$ cat config.mk
export PLATFORM = sky130hd
export DESIGN_NAME = shp_dev_flat
export DESIGN_NICKNAME = d
export VERILOG_FILES = /design/src/logic/shp_pkg.sv /design/src/logic/shp_if.sv /design/src/logic/shp_dev.sv /design/src/flat_wrapper.sv
export VERILOG_INCLUDE_DIRS = /design/src /design/src/logic
export SDC_FILE = /design/constraint.sdc
export NUM_CORES = 1
export LEC_CHECK = 0
export ABC_AREA = 1
export BUFFER_PORTS_ARGS = -buffer_cell sky130_fd_sc_hd__buf_4
export CORE_MARGIN = 8
export CORE_UTILIZATION = 30
export CTS_CLUSTER_DIAMETER = 150
export CTS_CLUSTER_SIZE = 8
export DETAILED_ROUTE_END_ITERATION = 16
export PLACE_DENSITY = 0.57
export SYNTH_ARGS = -nofsm -noshare
export SYNTH_HDL_FRONTEND = slang
export SYNTH_SLANG_ARGS = --single-unit
$ cat constraint.sdc
create_clock -name ref_clk_i -period 2.85 [get_ports ref_clk_i]
set_input_delay 0.285 -clock ref_clk_i [delete_from_list [all_inputs] [get_ports ref_clk_i]]
set_output_delay 0.285 -clock ref_clk_i [all_outputs]
set_load 0.05 [all_outputs]
$ cat src/logic/shp_defs.svh
// Constants shared by both ends of the serial host port.
`ifndef SHP_DEFS_SVH
`define SHP_DEFS_SVH
`define SHP_CLK_PERIOD_NS 100
`define SHP_MAX_RATE_KBPS 10000
`define SHP_SCK_PERIOD_NS 800
`define SHP_MIN_SCK_PERIOD_NS (1000000 / `SHP_MAX_RATE_KBPS)
`define SHP_SCK_HALF_CYC ((`SHP_SCK_PERIOD_NS / 2) / `SHP_CLK_PERIOD_NS)
`define SHP_NSS_HIGH_NS 50
`define SHP_NSS_HIGH_CYC ((`SHP_NSS_HIGH_NS + `SHP_CLK_PERIOD_NS - 1) / `SHP_CLK_PERIOD_NS)
`define SHP_FIFO_ADDR 7'h05
`define SHP_DUMMY_BYTE 8'h00
`define SHP_STRAP_WAIT 2'h2
`endif

$ cat src/logic/shp_pkg.sv
// Types shared by both ends of the serial host port.
package shp_pkg;
    typedef enum logic [1:0] {SHP_IF_UART, SHP_IF_SPI, SHP_IF_I2C, SHP_IF_I2CL} shp_host_if_t;
    typedef enum {SHP_H_IDLE, SHP_H_LOW, SHP_H_HIGH, SHP_H_GAP} shp_host_st_t;
endpackage

$ cat src/logic/shp_if.sv
// Four-wire serial link between the host and the device.
interface shp_if;
    logic sck;
    logic mosi;
    logic miso;
    logic slave_select_n;
    modport dev (input sck, input mosi, input slave_select_n, output miso);
    modport host (output sck, output mosi, output slave_select_n, input miso);
endinterface

$ cat src/logic/shp_dev.sv
// Device end of the serial host port: strap decode, SPI slave and register access requests.
// Functional notes
// RULE_01: Reset port, read select straps at wake.
// RULE_02: Straps pick UART, SPI, I2C or I2CL.
// RULE_03: Device is slave; master drives SCK, MOSI.
// RULE_04: Link rate at most 10 Mbit/s.
// RULE_05: Select high disables and resets the port.
// RULE_06: Master raises select between commands.
// RULE_07: Bytes travel most significant bit first.
// RULE_08: Master changes MOSI only after falling edge.
// RULE_09: Device changes MISO on falling SCK edge.
// RULE_10: SCK idles low.
// RULE_11: First byte: address above, bit0 read flag.
// RULE_12: Read data returns during the next byte.
// RULE_13: Write data lands at rising addresses.
// RULE_14: FIFO address never auto-increments; host read bursts still step past it, one address per byte.
// RULE_15: Select stays low through one stream.
// RULE_16: Master ignores MISO when undefined.
// RULE_17: Each byte becomes one-cycle bank request; the address byte of a write stream makes none.
`include "shp_defs.svh"
module shp_dev (
    // Clock and reset.
    input wire logic ref_clk_i,
    input wire logic resetn_i,
    // Link.
    shp_if.dev link,
    // Interface select straps and wake.
    input wire logic host_sel_pin_lo_i,
    input wire logic host_sel_pin_hi_i,
    input wire logic wake_i,
    output shp_pkg::shp_host_if_t host_if_mode_o,
    output logic host_if_valid_o,
    // Register bank access.
    output logic req_valid_o,
    output logic req_write_o,
    output logic [6:0] req_addr_o,
    output logic [7:0] req_wdata_o,
    input wire logic [7:0] rd_data_i
);
    import shp_pkg::*;

    function automatic shp_host_if_t shp_decode_sel(input logic hi, input logic lo);
        case ({hi, lo})
            2'b00: shp_decode_sel = SHP_IF_UART;
            2'b10: shp_decode_sel = SHP_IF_SPI;
            2'b01: shp_decode_sel = SHP_IF_I2C;
            default: shp_decode_sel = SHP_IF_I2CL;
        endcase
    endfunction

    // Two-stage synchronisers; the third sck stage only serves edge detection.
    logic sck_s1, sck_s2, sck_s3;
    logic mosi_s1, mosi_s2;
    logic ss_s1, ss_s2;
    logic sel_lo_s1, sel_lo_s2, sel_hi_s1, sel_hi_s2;
    logic wake_s1, wake_s2;

    always_ff @(posedge ref_clk_i or negedge resetn_i) begin
        if (!resetn_i) begin
            sck_s1 <= 1'b0;
            sck_s2 <= 1'b0;
            sck_s3 <= 1'b0;
            mosi_s1 <= 1'b0;
            mosi_s2 <= 1'b0;
            ss_s1 <= 1'b1;
            ss_s2 <= 1'b1;
            sel_lo_s1 <= 1'b0;
            sel_lo_s2 <= 1'b0;
            sel_hi_s1 <= 1'b0;
            sel_hi_s2 <= 1'b0;
            wake_s1 <= 1'b0;
            wake_s2 <= 1'b0;
        end else begin
            sck_s1 <= link.sck;
            sck_s2 <= sck_s1;
            sck_s3 <= sck_s2;
            mosi_s1 <= link.mosi;
            mosi_s2 <= mosi_s1;
            ss_s1 <= link.slave_select_n;
            ss_s2 <= ss_s1;
            sel_lo_s1 <= host_sel_pin_lo_i;
            sel_lo_s2 <= sel_lo_s1;
            sel_hi_s1 <= host_sel_pin_hi_i;
            sel_hi_s2 <= sel_hi_s1;
            wake_s1 <= wake_i;
            wake_s2 <= wake_s1;
        end
    end

    logic sck_rise, sck_fall;
    assign sck_rise = sck_s2 & ~sck_s3;
    assign sck_fall = ~sck_s2 & sck_s3;

    // Strap capture group: a few cycles after reset release or wake the straps are latched.
    logic [1:0] strap_cnt_r, strap_cnt_nxt;
    logic strap_done_r, strap_done_nxt;
    shp_host_if_t mode_r, mode_nxt;

    always_comb begin
        strap_cnt_nxt = strap_cnt_r;
        strap_done_nxt = strap_done_r;
        mode_nxt = mode_r;
        if (wake_s2) begin
            strap_cnt_nxt = 2'h0; // [RULE_01]
            strap_done_nxt = 1'b0;
        end else if (!strap_done_r) begin
            if (strap_cnt_r == `SHP_STRAP_WAIT) begin
                mode_nxt = shp_decode_sel(sel_hi_s2, sel_lo_s2); // [RULE_01] [RULE_02]
                strap_done_nxt = 1'b1;
            end else begin
                strap_cnt_nxt = strap_cnt_r + 2'h1;
            end
        end
    end

    always_ff @(posedge ref_clk_i or negedge resetn_i) begin
        if (!resetn_i) begin
            strap_cnt_r <= 2'h0;
            strap_done_r <= 1'b0;
            mode_r <= SHP_IF_UART;
        end else begin
            strap_cnt_r <= strap_cnt_nxt;
            strap_done_r <= strap_done_nxt;
            mode_r <= mode_nxt;
        end
    end

    assign host_if_mode_o = mode_r;
    assign host_if_valid_o = strap_done_r;

    // Serial engine group.
    logic spi_en;
    assign spi_en = strap_done_r && (mode_r == SHP_IF_SPI) && !ss_s2; // [RULE_05]

    logic [2:0] bit_cnt_r, bit_cnt_nxt;
    logic [7:0] rx_sh_r, rx_sh_nxt;
    logic first_r, first_nxt;
    logic rd_mode_r, rd_mode_nxt;
    logic [6:0] addr_r, addr_nxt;
    logic [7:0] tx_sh_r, tx_sh_nxt;
    logic [7:0] hold_r, hold_nxt;
    logic cap_r, cap_nxt;
    logic load_pend_r, load_pend_nxt;
    logic miso_r, miso_nxt;
    logic req_valid_r, req_valid_nxt;
    logic req_write_r, req_write_nxt;
    logic [6:0] req_addr_r, req_addr_nxt;
    logic [7:0] req_wdata_r, req_wdata_nxt;
    logic [7:0] rx_byte;

    always_comb begin
        bit_cnt_nxt = bit_cnt_r;
        rx_sh_nxt = rx_sh_r;
        first_nxt = first_r;
        rd_mode_nxt = rd_mode_r;
        addr_nxt = addr_r;
        tx_sh_nxt = tx_sh_r;
        hold_nxt = hold_r;
        cap_nxt = 1'b0;
        load_pend_nxt = load_pend_r;
        miso_nxt = miso_r;
        req_valid_nxt = 1'b0;
        req_write_nxt = req_write_r;
        req_addr_nxt = req_addr_r;
        req_wdata_nxt = req_wdata_r;
        rx_byte = {rx_sh_r[6:0], mosi_s2}; // [RULE_07]
        if (cap_r) begin
            hold_nxt = rd_data_i;
            load_pend_nxt = 1'b1;
        end
        if (!spi_en) begin
            bit_cnt_nxt = 3'h0; // [RULE_05]
            first_nxt = 1'b1;
            load_pend_nxt = 1'b0;
            tx_sh_nxt = 8'h00;
            miso_nxt = 1'b0;
        end else if (sck_rise) begin
            rx_sh_nxt = rx_byte;
            bit_cnt_nxt = bit_cnt_r + 3'h1;
            if (bit_cnt_r == 3'h7) begin
                if (first_r) begin
                    first_nxt = 1'b0;
                    rd_mode_nxt = rx_byte[0]; // [RULE_11]
                    addr_nxt = rx_byte[7:1];
                end
                if (first_r ? rx_byte[0] : rd_mode_r) begin
                    req_valid_nxt = 1'b1; // [RULE_12] [RULE_17]
                    req_write_nxt = 1'b0;
                    req_addr_nxt = rx_byte[7:1];
                    cap_nxt = 1'b1;
                end else if (!first_r) begin
                    req_valid_nxt = 1'b1; // [RULE_13] [RULE_17]
                    req_write_nxt = 1'b1;
                    req_addr_nxt = addr_r;
                    req_wdata_nxt = rx_byte;
                    if (addr_r != `SHP_FIFO_ADDR) begin // [RULE_14]
                        addr_nxt = addr_r + 7'h01; // [RULE_13]
                    end
                end
            end
        end else if (sck_fall) begin
            if (load_pend_r) begin
                miso_nxt = hold_r[7]; // [RULE_09] [RULE_12]
                tx_sh_nxt = {hold_r[6:0], 1'b0};
                load_pend_nxt = 1'b0;
            end else begin
                miso_nxt = tx_sh_r[7]; // [RULE_09] [RULE_07]
                tx_sh_nxt = {tx_sh_r[6:0], 1'b0};
            end
        end
    end

    always_ff @(posedge ref_clk_i or negedge resetn_i) begin
        if (!resetn_i) begin
            bit_cnt_r <= 3'h0;
            rx_sh_r <= 8'h00;
            first_r <= 1'b1;
            rd_mode_r <= 1'b0;
            addr_r <= 7'h00;
            tx_sh_r <= 8'h00;
            hold_r <= 8'h00;
            cap_r <= 1'b0;
            load_pend_r <= 1'b0;
            miso_r <= 1'b0;
            req_valid_r <= 1'b0;
            req_write_r <= 1'b0;
            req_addr_r <= 7'h00;
            req_wdata_r <= 8'h00;
        end else begin
            bit_cnt_r <= bit_cnt_nxt;
            rx_sh_r <= rx_sh_nxt;
            first_r <= first_nxt;
            rd_mode_r <= rd_mode_nxt;
            addr_r <= addr_nxt;
            tx_sh_r <= tx_sh_nxt;
            hold_r <= hold_nxt;
            cap_r <= cap_nxt;
            load_pend_r <= load_pend_nxt;
            miso_r <= miso_nxt;
            req_valid_r <= req_valid_nxt;
            req_write_r <= req_write_nxt;
            req_addr_r <= req_addr_nxt;
            req_wdata_r <= req_wdata_nxt;
        end
    end

    assign link.miso = miso_r; // [RULE_03]
    assign req_valid_o = req_valid_r;
    assign req_write_o = req_write_r;
    assign req_addr_o = req_addr_r;
    assign req_wdata_o = req_wdata_r;
endmodule

$ cat src/flat_wrapper.sv
// flat-port wrapper written by rule: the top's interface ports become plain ports
module shp_dev_flat import shp_pkg::*;
  (ref_clk_i, resetn_i, host_sel_pin_lo_i, host_sel_pin_hi_i, wake_i, host_if_mode_o, host_if_valid_o, req_valid_o, req_write_o, req_addr_o, req_wdata_o, rd_data_i, link_sck, link_mosi, link_slave_select_n, link_miso);
  shp_if link_i ();
  input wire logic ref_clk_i;
  input wire logic resetn_i;
  input wire logic host_sel_pin_lo_i;
  input wire logic host_sel_pin_hi_i;
  input wire logic wake_i;
  output shp_pkg::shp_host_if_t host_if_mode_o;
  output logic host_if_valid_o;
  output logic req_valid_o;
  output logic req_write_o;
  output logic [6:0] req_addr_o;
  output logic [7:0] req_wdata_o;
  input wire logic [7:0] rd_data_i;
  input wire logic [$bits(link_i.sck)-1:0] link_sck;
  input wire logic [$bits(link_i.mosi)-1:0] link_mosi;
  input wire logic [$bits(link_i.slave_select_n)-1:0] link_slave_select_n;
  output wire logic [$bits(link_i.miso)-1:0] link_miso;
  assign link_i.sck = link_sck;
  assign link_i.mosi = link_mosi;
  assign link_i.slave_select_n = link_slave_select_n;
  assign link_miso = link_i.miso;
  shp_dev u_core (.ref_clk_i(ref_clk_i), .resetn_i(resetn_i), .link(link_i), .host_sel_pin_lo_i(host_sel_pin_lo_i), .host_sel_pin_hi_i(host_sel_pin_hi_i), .wake_i(wake_i), .host_if_mode_o(host_if_mode_o), .host_if_valid_o(host_if_valid_o), .req_valid_o(req_valid_o), .req_write_o(req_write_o), .req_addr_o(req_addr_o), .req_wdata_o(req_wdata_o), .rd_data_i(rd_data_i));
endmodule
# Word level (Yosys, flattened, before mapping)
# Index checks and enable logic that the tools add are counted.
op_classes:
  n_reduce_logical: 12
  n_mux: 43
  addsub: 3
  eq_ne: 13
  bitwise: 8
ops:
  columns: ["cell", "count"]
  rows:
  - ["$mux W7", 6]
  - ["$mux W8", 4]
  - ["$mux W1", 27]
  - ["$ne A2 B1 Y1 const B", 4]
  - ["$reduce_and A2 Y1", 4]
  - ["$add A7 B1 Y7 const B", 1]
  - ["$ne A7 B3 Y1 const B", 1]
  - ["$mux W2", 3]
  - ["$mux W3", 2]
  - ["$ne A2 B2 Y1 const B", 3]
  - ["$not A1 Y1", 6]
  - ["$pmux W2 S3", 1]
  - ["$reduce_and A3 Y1", 2]
  - ["$reduce_and A5 Y1", 1]
  - ["$eq A2 B1 Y1 const B", 2]
  - ["$eq A2 B2 Y1 const B", 2]
  - ["$reduce_and A4 Y1", 1]
  - ["$add A3 B1 Y3 const B", 1]
  - ["$eq A3 B3 Y1 const B", 1]
  - ["$add A2 B1 Y2 const B", 1]
  - ["$and A1 B1 Y1", 2]
  - ["$logic_and A1 B1 Y1", 2]
  - ["$logic_not A2 Y1", 1]
  - ["$logic_not A1 Y1", 1]
word_totals:
  register_bits: 73
  input_bits: 16
  output_inout_bits: 21

# Longest topological paths before layout
# Gate-level depths: netlist of run 1.
depth:
  word_depth: 5
  depth_mapped: 10

# Worst setup path before layout of run 1
# No wires, ideal clock.
synth_path:
  path_type: "reg2reg"
  start: "reg u_core.strap_done_r, in the netlist u_core.host_if_valid_o"
  end: "reg u_core.rx_sh_r[6]"
  path_buffers: 2
  arrival_ps: 1465
  setup_slack_ps: 1266
  path_stages_with_launch: 10
  setup_ps: 119
  path_cell_list: "dfrtp_1 -> nand2_1 -> inv_2 -> nand2_4 -> inv_6 -> nand2_4 -> buf_6 -> buf_6 -> nand2_1 -> o21ai_2"
synth_between:
  elab_chain_cells: 3
synth_rtl:
  columns: ["item", "line", "source"]
  rows:
  - ["start: declaration", "shp_dev.sv:96", "logic strap_done_r, strap_done_nxt;"]
  - ["start signal: assignment", "shp_dev.sv:123", "strap_done_r <= strap_done_nxt;"]
  - ["$logic_and A1 B1 Y1 (2 in a row)", "shp_dev.sv:133", "assign spi_en = strap_done_r && (mode_r == SHP_IF_SPI) && !ss_s2;"]
  - ["$reduce_and A2 Y1 (no line)", null, null]
  - ["end signal: assignment", "shp_dev.sv:231", "rx_sh_r <= rx_sh_nxt;"]
  - ["end: declaration", "shp_dev.sv:136", "logic [7:0] rx_sh_r, rx_sh_nxt;"]
# No other way between the ends.
# A chain may end at the register's enable or synchronous reset.

# Final worst setup path of run 1
layout_path:
  start: "reg u_core.bit_cnt_r[0]"
  end: "reg u_core.req_wdata_r[0], in the netlist u_core.req_wdata_o[0]"
layout_between:
  elab_chain_cells: 2
layout_rtl:
  columns: ["item", "line", "source"]
  rows:
  - ["start: declaration", "shp_dev.sv:135", "logic [2:0] bit_cnt_r, bit_cnt_nxt;"]
  - ["start signal: assignment", "shp_dev.sv:230", "bit_cnt_r <= bit_cnt_nxt;"]
  - ["$eq A3 B3 Y1", "shp_dev.sv:180", "if (bit_cnt_r == 3'h7) begin"]
  - ["$reduce_and A5 Y1 (no line)", null, null]
  - ["end signal: assignment", "shp_dev.sv:243", "req_wdata_r <= req_wdata_nxt;"]
  - ["end: declaration", "shp_dev.sv:148", "logic [7:0] req_wdata_r, req_wdata_nxt;"]
# No other way between the ends.

==> flow_summary_export.csv, run 1 <==
group,metric,value,unit
status,status,"finished clean",
clocking,cts.repair.resized,0,
critical_path,max_stage_delay,0.39,ns
clocking,cts.sinks,72,
sta,slew_violations,0,
placed_design,place.port_buffers,36,
sta,slew_headroom,41.0,%
yosys,synth_top_area_share,54.5,%
yosys,synth_area_leaders,"dfrtp_1 55%, nand2_1 13%, o21ai_0 5.7%",
route,drt-initial-drc-count,112,
clocking,cts.reportedPaths.clkPinSlew,0.08,ns
clocking,postCtsSetupBuffers,0,
sta,fin_tns_setup,0,ns
critical_path,reg2reg_from,"u_core.bit_cnt_r[0]$_DFFE_PN0P_",
floorplan,die_h,119,um
clocking,tritoncts,"done",
global_route,grt_util_all_layers,9.65,%
route,drc_errors,0,
final_layout,final_util,36.8,%
power_and_ir_drop,irDropWorstVdd,0.206,mV
power_and_ir_drop,power_density,614,nW/um2
critical_path,arrival,1.91,ns
final_layout,n_antenna_cell,0,
power_and_ir_drop,seq_power_share,48.2,%
placed_design,dpl.hpwl,4610,um
sta,tightest_slew,0.885,ns
critical_path,cp_cell_sequence,"ha_1, ha_1, nand4_4, nor2_4, inv_2, nand2_1, nand2_1",
sta,final-setup-viol-count,0,
yosys,synthesis.nets,365,
critical_path,crit_type,"flop to flop",
global_route,antenna_found_initial,0,
clocking,hold_buffers,0,
yosys,synthSimpleGateAreaFrac,21.7,%
global_route,grt_first_pass_wirelength,11200,um
route,viasPerCell,4.46,
critical_path,crit_path_end_kind,"flop",
hold_path,hold_depth,1,
hold_path,hp-class,"input pin to flop",
route,vias,2334,
sta,final_hold_viol_count,0,
critical_path,worstPathMaxFanout,11,
clocking,cts-htree-levels,3,
power_and_ir_drop,power.share.clock,39.7,%
yosys,synth_xor_area_share,1.11,%
power_and_ir_drop,power.switching,609,uW
final_layout,drive_above_1_share,20.2,%
critical_path,ff2ff_path_depth,7,
clocking,clock_tree.buffer_depth,2,
critical_path,crit_required,3.07,ns
critical_path,cp_slowest_cell,"dfrtp_1",
placed_design,dp.cells,507,
floorplan,io_pins,37,
floorplan,die_x,119,um
hold_path,hold_end,"u_core.mosi_s1$_DFF_PN0_",
power_and_ir_drop,p_leak,0.00189,uW
global_route,grt_overflow_total,0,
sta,post-route-min-period,1.69,ns
yosys,synth_area,3170,um2
final_layout,design_area,3780,um2
floorplan,initial_core_util,30.8,%
yosys,synth_mux_area_share,1.42,%
yosys,synth_compound_area_share,11.3,%
power_and_ir_drop,power_frac_comb,12.1,%
sta,rsz0062_at_grt,"no",
final_layout,final_cells,523,
critical_path,r2r_slack,1.16,ns
critical_path,start_kind,"flop",
yosys,yosysUniqueCellTypes,30,
placed_design,gp_congestion,0.837,
final_layout,area_growth,19.3,%
yosys,synth_warnings,0,
floorplan,rows,37,
yosys,ys_ff_latch,72,
sta,max_freq,0.591,GHz
yosys,syn_area_per_cell,9.21,um2
global_route,grt_max_degree,73,
route,antenna_left,0,
route,dr.pass1.iters,4,
power_and_ir_drop,sw_frac_of_total,26.2,%
clocking,cts_inserted_buffers,9,
placed_design,postPlaceCellArea,3550,um2
route,wl,6460,um
yosys,synthCells,344,
final_layout,nNetsFinal,403,
yosys,synth_top_family_by_area,"simple AND/OR/NAND/NOR gates",
clocking,cts_root_buf,"clkbuf_8",
floorplan,die-area,14100,um2
global_route,first_global_vias,2336,
run,maxCapViolCount,0,
critical_path,r2r-end,"u_core.req_wdata_o[0]$_DFFE_PN0P_",
yosys,synth_area_leader_cell,"dfrtp_1",
yosys,seq_area_frac_synth,57.0,%
clocking,insertion_delay,0.34,ns
power_and_ir_drop,internal_power,1710,uW
hold_path,hp-start,"link_mosi",
sta,finalCritPeriodShare,59.3,%
yosys,synth-adder-area-share,1.97,%
sta,skew,0.0104,ns
floorplan,core,10300,um2
route,wire_per_inst,12.4,um
==> worst max-delay path, delay by kind of cell (launching register included) <==
kind	cells	cell delay (ns)
fa+ha+maj	2	0.42
buf+inv	1	0.12
simple gates	4	0.65
flops	1	0.39
==> sequential cells by signal, summed over array words and instances, names as in the netlist, 2 cells and up <==
register	cells
u_core.hold_r	8
u_core.req_wdata_o	8
u_core.addr_r	7
u_core.req_addr_o	7
u_core.rx_sh_r	7
u_core.tx_sh_r	7
u_core.bit_cnt_r	3
u_core.host_if_mode_o	2
u_core.strap_cnt_r	2
==> Yosys cell counts, drive strengths merged <==
master,count
nand2,114
dfrtp,69
o21ai,41
inv,28
a21oi,22
nor2,22
nand3,18
buf,7
ha,5
mux2,4
dfstp,3
xor2,3
a211oi,2
clkbuf,2
a31oi,1
nand4,1
nor3,1
xnor2,1
==> per-layer routing <==
layer  routed length, um  track usage, %  vias to the layer above
met5                   0               0                        -
met4                 101            4.03                        0
met3                 195            2.28                        8
met2                3090            15.6                       31
met1                3080            12.1                     1105
li1                    -               -                     1190
==> worst max path at each step <==
stage,start,endpoint,slack [ns],cells past startpoint
finish,u_core.bit_cnt_r[0]$_DFFE_PN0P_,u_core.req_wdata_o[0]$_DFFE_PN0P_,1.16,7
CTS,u_core.bit_cnt_r[0]$_DFFE_PN0P_,u_core.req_wdata_o[0]$_DFFE_PN0P_,1.13,7
detailed placement,u_core.bit_cnt_r[0]$_DFFE_PN0P_,u_core.req_wdata_o[0]$_DFFE_PN0P_,1.16,7
global route,u_core.bit_cnt_r[0]$_DFFE_PN0P_,u_core.req_wdata_o[0]$_DFFE_PN0P_,0.99,7
global placement,u_core.bit_cnt_r[0]$_DFFE_PN0P_,u_core.req_wdata_o[5]$_DFFE_PN0P_,1.19,7
floorplan,u_core.host_if_valid_o$_DFF_PN0_,u_core.rx_sh_r[6]$_DFFE_PN0P_,1.27,9
==> layout make-up <==
cell class                 instances  area (um2)
fill                            1068        6500
sequential                        72        1810
multi-input combinational        235        1190
timing repair buffer              36         270
tap                              136         170
clock buffer                      12         155
inverter                          28         113
clock inverter                     4        76.3
==> metrics by stage <==
stage / hold slack [ns] / setup WS (ns) / total power, uW
floorplan: -0.0106 / 1.27 / 1320
global placement: 0.332 / 1.19 / 1420
detailed placement: 0.336 / 1.16 / 1430
CTS: 0.0273 / 1.13 / 2350
global route: 0.0304 / 0.991 / 2420
finish: 0.0481 / 1.16 / 2320
==> power groups by stage <==
stage / clock network (uW) / logic (uW) / registers (uW)
6_report: 922 / 281 / 1120
5_1_grt: 982 / 313 / 1130
4_1_cts: 946 / 287 / 1120
3_5_place_dp: 0 / 286 / 1140
3_3_place_gp: 0 / 281 / 1140
2_1_floorplan: 0 / 131 / 1190
==> cell families after synthesis <==
family / count (synthesis)
simple gates: 156
flops: 72
compound gates: 66
buf+inv: 37
fa+ha+maj: 5
xor+xnor: 4
mux: 4
==> cell usage in the layout (no fill, tap or decap), types with 2 or more instances in the layout <==
master and n:
dfrtp_1 69, o21ai_0 36, nand2_2 2, nand2_1 110
nand2_4 2, nor2_4 3, dfstp_2 3, nor2_1 17
bufinv_16 2, mux2_2 4, ha_1 5, inv_2 2
buf_4 36, clkbuf_8 11, xor2_1 3, a211oi_1 2
nand3_1 18, o21ai_2 5, a21oi_1 21, inv_1 24
No activity file was read; power rests on OpenSTA's default activity.
==> run 2: changes to the inputs <==
Clock period 2.85 ns to 1.7 ns, I/O delays scaled along.
==> run 2 against run 1 <==
Compared with the run above:
- clock power grew 50%
- worst setup slack got worse by 0.99 ns
- final cell count increased by 2.5%
- cell area rose by 2.7%
- hold slack got worse by 0.014 ns
- sequential share of layout area is 1.2 points lower
- routed wire length increased by 0.79%
- via count rose by 0.73%
- clock skew grew 0.0016 ns
- sequential power is 68% higher
- critical path depth unchanged
- largest power group unchanged
==> flow_summary_export.csv, run 2 (synthesized netlist as in run 1, its figures left out) <==
group,metric,value,unit
status,status,"finished clean",
clocking,cts_root_buf,"clkbuf_8",
global_route,antenna_found_initial,0,
clocking,cts.sinks,72,
floorplan,die_x,119,um
route,drt-initial-drc-count,83,
clocking,clock_tree.buffer_depth,2,
floorplan,io_pins,37,
sta,skew,0.0120,ns
placed_design,dpl.hpwl,4820,um
route,antenna_left,0,
hold_path,hp-start,"rd_data_i[4]",
power_and_ir_drop,p_leak,0.00194,uW
global_route,grt_overflow_total,0,
route,wl,6510,um
sta,slew_violations,0,
route,wire_per_inst,12.2,um
final_layout,mostFrequentLayoutCells,"110 x nand2_1, 69 x dfrtp_1, 40 x buf_4",
sta,final_hold_viol_count,0,
critical_path,arrival,1.75,ns
global_route,grt_first_pass_wirelength,11400,um
clocking,cts.reportedPaths.clkPinSlew,0.08,ns
critical_path,ff2ff_path_depth,7,
route,dr.pass1.iters,4,
global_route,grt_max_degree,35,
clocking,cts-htree-levels,3,
critical_path,start_kind,"flop",
final_layout,fillers,1073,
sta,rsz0062_at_grt,"no",
sta,fin_tns_setup,0,ns
final_layout,final_common_cell,"nand2_1",
hold_path,hold_end,"u_core.hold_r[4]$_DFFE_PN0P_",
placed_design,place.port_buffers,36,
clocking,tritoncts,"done",
power_and_ir_drop,irDropWorstVdd,0.362,mV
route,viasPerCell,4.39,
floorplan,initial_core_util,30.8,%
hold_path,hp-class,"input pin to flop",
final_layout,final_util,37.8,%
placed_design,gp_congestion,0.821,
floorplan,rows,37,
global_route,first_global_vias,2309,
final_layout,nNetsFinal,416,
clocking,cts_inserted_buffers,9,
final_layout,n_antenna_cell,0,
sta,tightest_slew,0.446,ns
final_layout,area_growth,22.5,%
critical_path,reg2reg_from,"u_core.bit_cnt_r[0]$_DFFE_PN0P_",
critical_path,worstPathMaxFanout,10,
sta,slew_headroom,70.3,%
clocking,insertion_delay,0.34,ns
sta,whs,0.0343,ns
floorplan,die-area,14100,um2
critical_path,crit_path_end_kind,"flop",
route,vias,2351,
sta,final-setup-viol-count,0,
critical_path,crit_type,"flop to flop",
final_layout,drive_above_1_share,20.8,%
global_route,grt_util_all_layers,10.0,%
power_and_ir_drop,power_density,966,nW/um2
critical_path,crit_required,1.92,ns
hold_path,hold_depth,3,
route,drc_errors,0,
floorplan,die_h,119,um
sta,post-route-min-period,1.54,ns
run,maxCapViolCount,0,
clocking,postCtsSetupBuffers,0,
sta,max_freq,0.651,GHz
critical_path,r2r-end,"u_core.addr_r[1]$_DFFE_PN0P_",
sta,finalCritPeriodShare,90.4,%
critical_path,r2r_slack,0.16,ns
floorplan,core,10300,um2
## run 2: worst max-delay path by stage
stage,startpoint,to
2_1_floorplan,u_core.host_if_valid_o$_DFF_PN0_,u_core.rx_sh_r[6]$_DFFE_PN0P_
3_3_place_gp,u_core.bit_cnt_r[0]$_DFFE_PN0P_,u_core.addr_r[1]$_DFFE_PN0P_
3_5_place_dp,u_core.bit_cnt_r[0]$_DFFE_PN0P_,u_core.addr_r[1]$_DFFE_PN0P_
4_1_cts,u_core.bit_cnt_r[0]$_DFFE_PN0P_,u_core.addr_r[1]$_DFFE_PN0P_
5_1_grt,u_core.bit_cnt_r[0]$_DFFE_PN0P_,u_core.req_wdata_o[6]$_DFFE_PN0P_
6_report,u_core.bit_cnt_r[0]$_DFFE_PN0P_,u_core.addr_r[1]$_DFFE_PN0P_
## run 2: stage by stage
step | setup slack [ns] | power (uW) | std cells | area (um2)
2_1_floorplan | 0.116 | 2220 | 344 | 3170
3_3_place_gp | 0.0901 | 2390 | 513 | 3610
3_5_place_dp | 0.112 | 2400 | 513 | 3610
4_1_cts | 0.100 | 3810 | 536 | 3880
5_1_grt | 0.00170 | 3930 | 536 | 3880
6_report | 0.164 | 3750 | 536 | 3880
## run 2: timing repair
| item | in CTS | in global routing |
|---|---|---|
| endpoints found under the setup margin | 0 | 1 |
| hold buffers | 7 | 0 |
| endpoints found under the hold margin | 36 | 0 |
| gates resized for setup | 0 | 1 |
## run 2: cell type report
cell class / count / area (um2) / share of cell area (%)
Sequential cell: 72 / 1810 / 46.5
Multi-Input combinational cell: 235 / 1190 / 30.7
Timing Repair Buffer: 49 / 402 / 10.3
Tap cell: 136 / 170 / 4.38
Clock buffer: 13 / 159 / 4.09
Inverter: 28 / 113 / 2.90
Clock inverter: 3 / 42.5 / 1.10
## run 2: worst max-delay path: stages, from the launching register on
cell	delay (ns)
dfrtp_1	0.41
ha_1	0.22
ha_1	0.25
nand4_4	0.14
buf_6	0.16
inv_4	0.07
nand3_1	0.07
o21ai_0	0.10
## run 2: layer usage
layer	GRT usage (%)	routed length [um]	vias to the layer above	share of wire (%)
met5	0	0	-	0
met2	15.0	3020	37	46
li1	-	-	1217	-
met3	3.09	215	9	3.3
met1	13.0	3170	1088	49
met4	4.51	114	0	1.8
## run 2: report_power, final
group,switching (uW),internal (uW),total [uW]
combinational,315,180,495
clock,620,757,1380
sequential,77.2,1800,1880
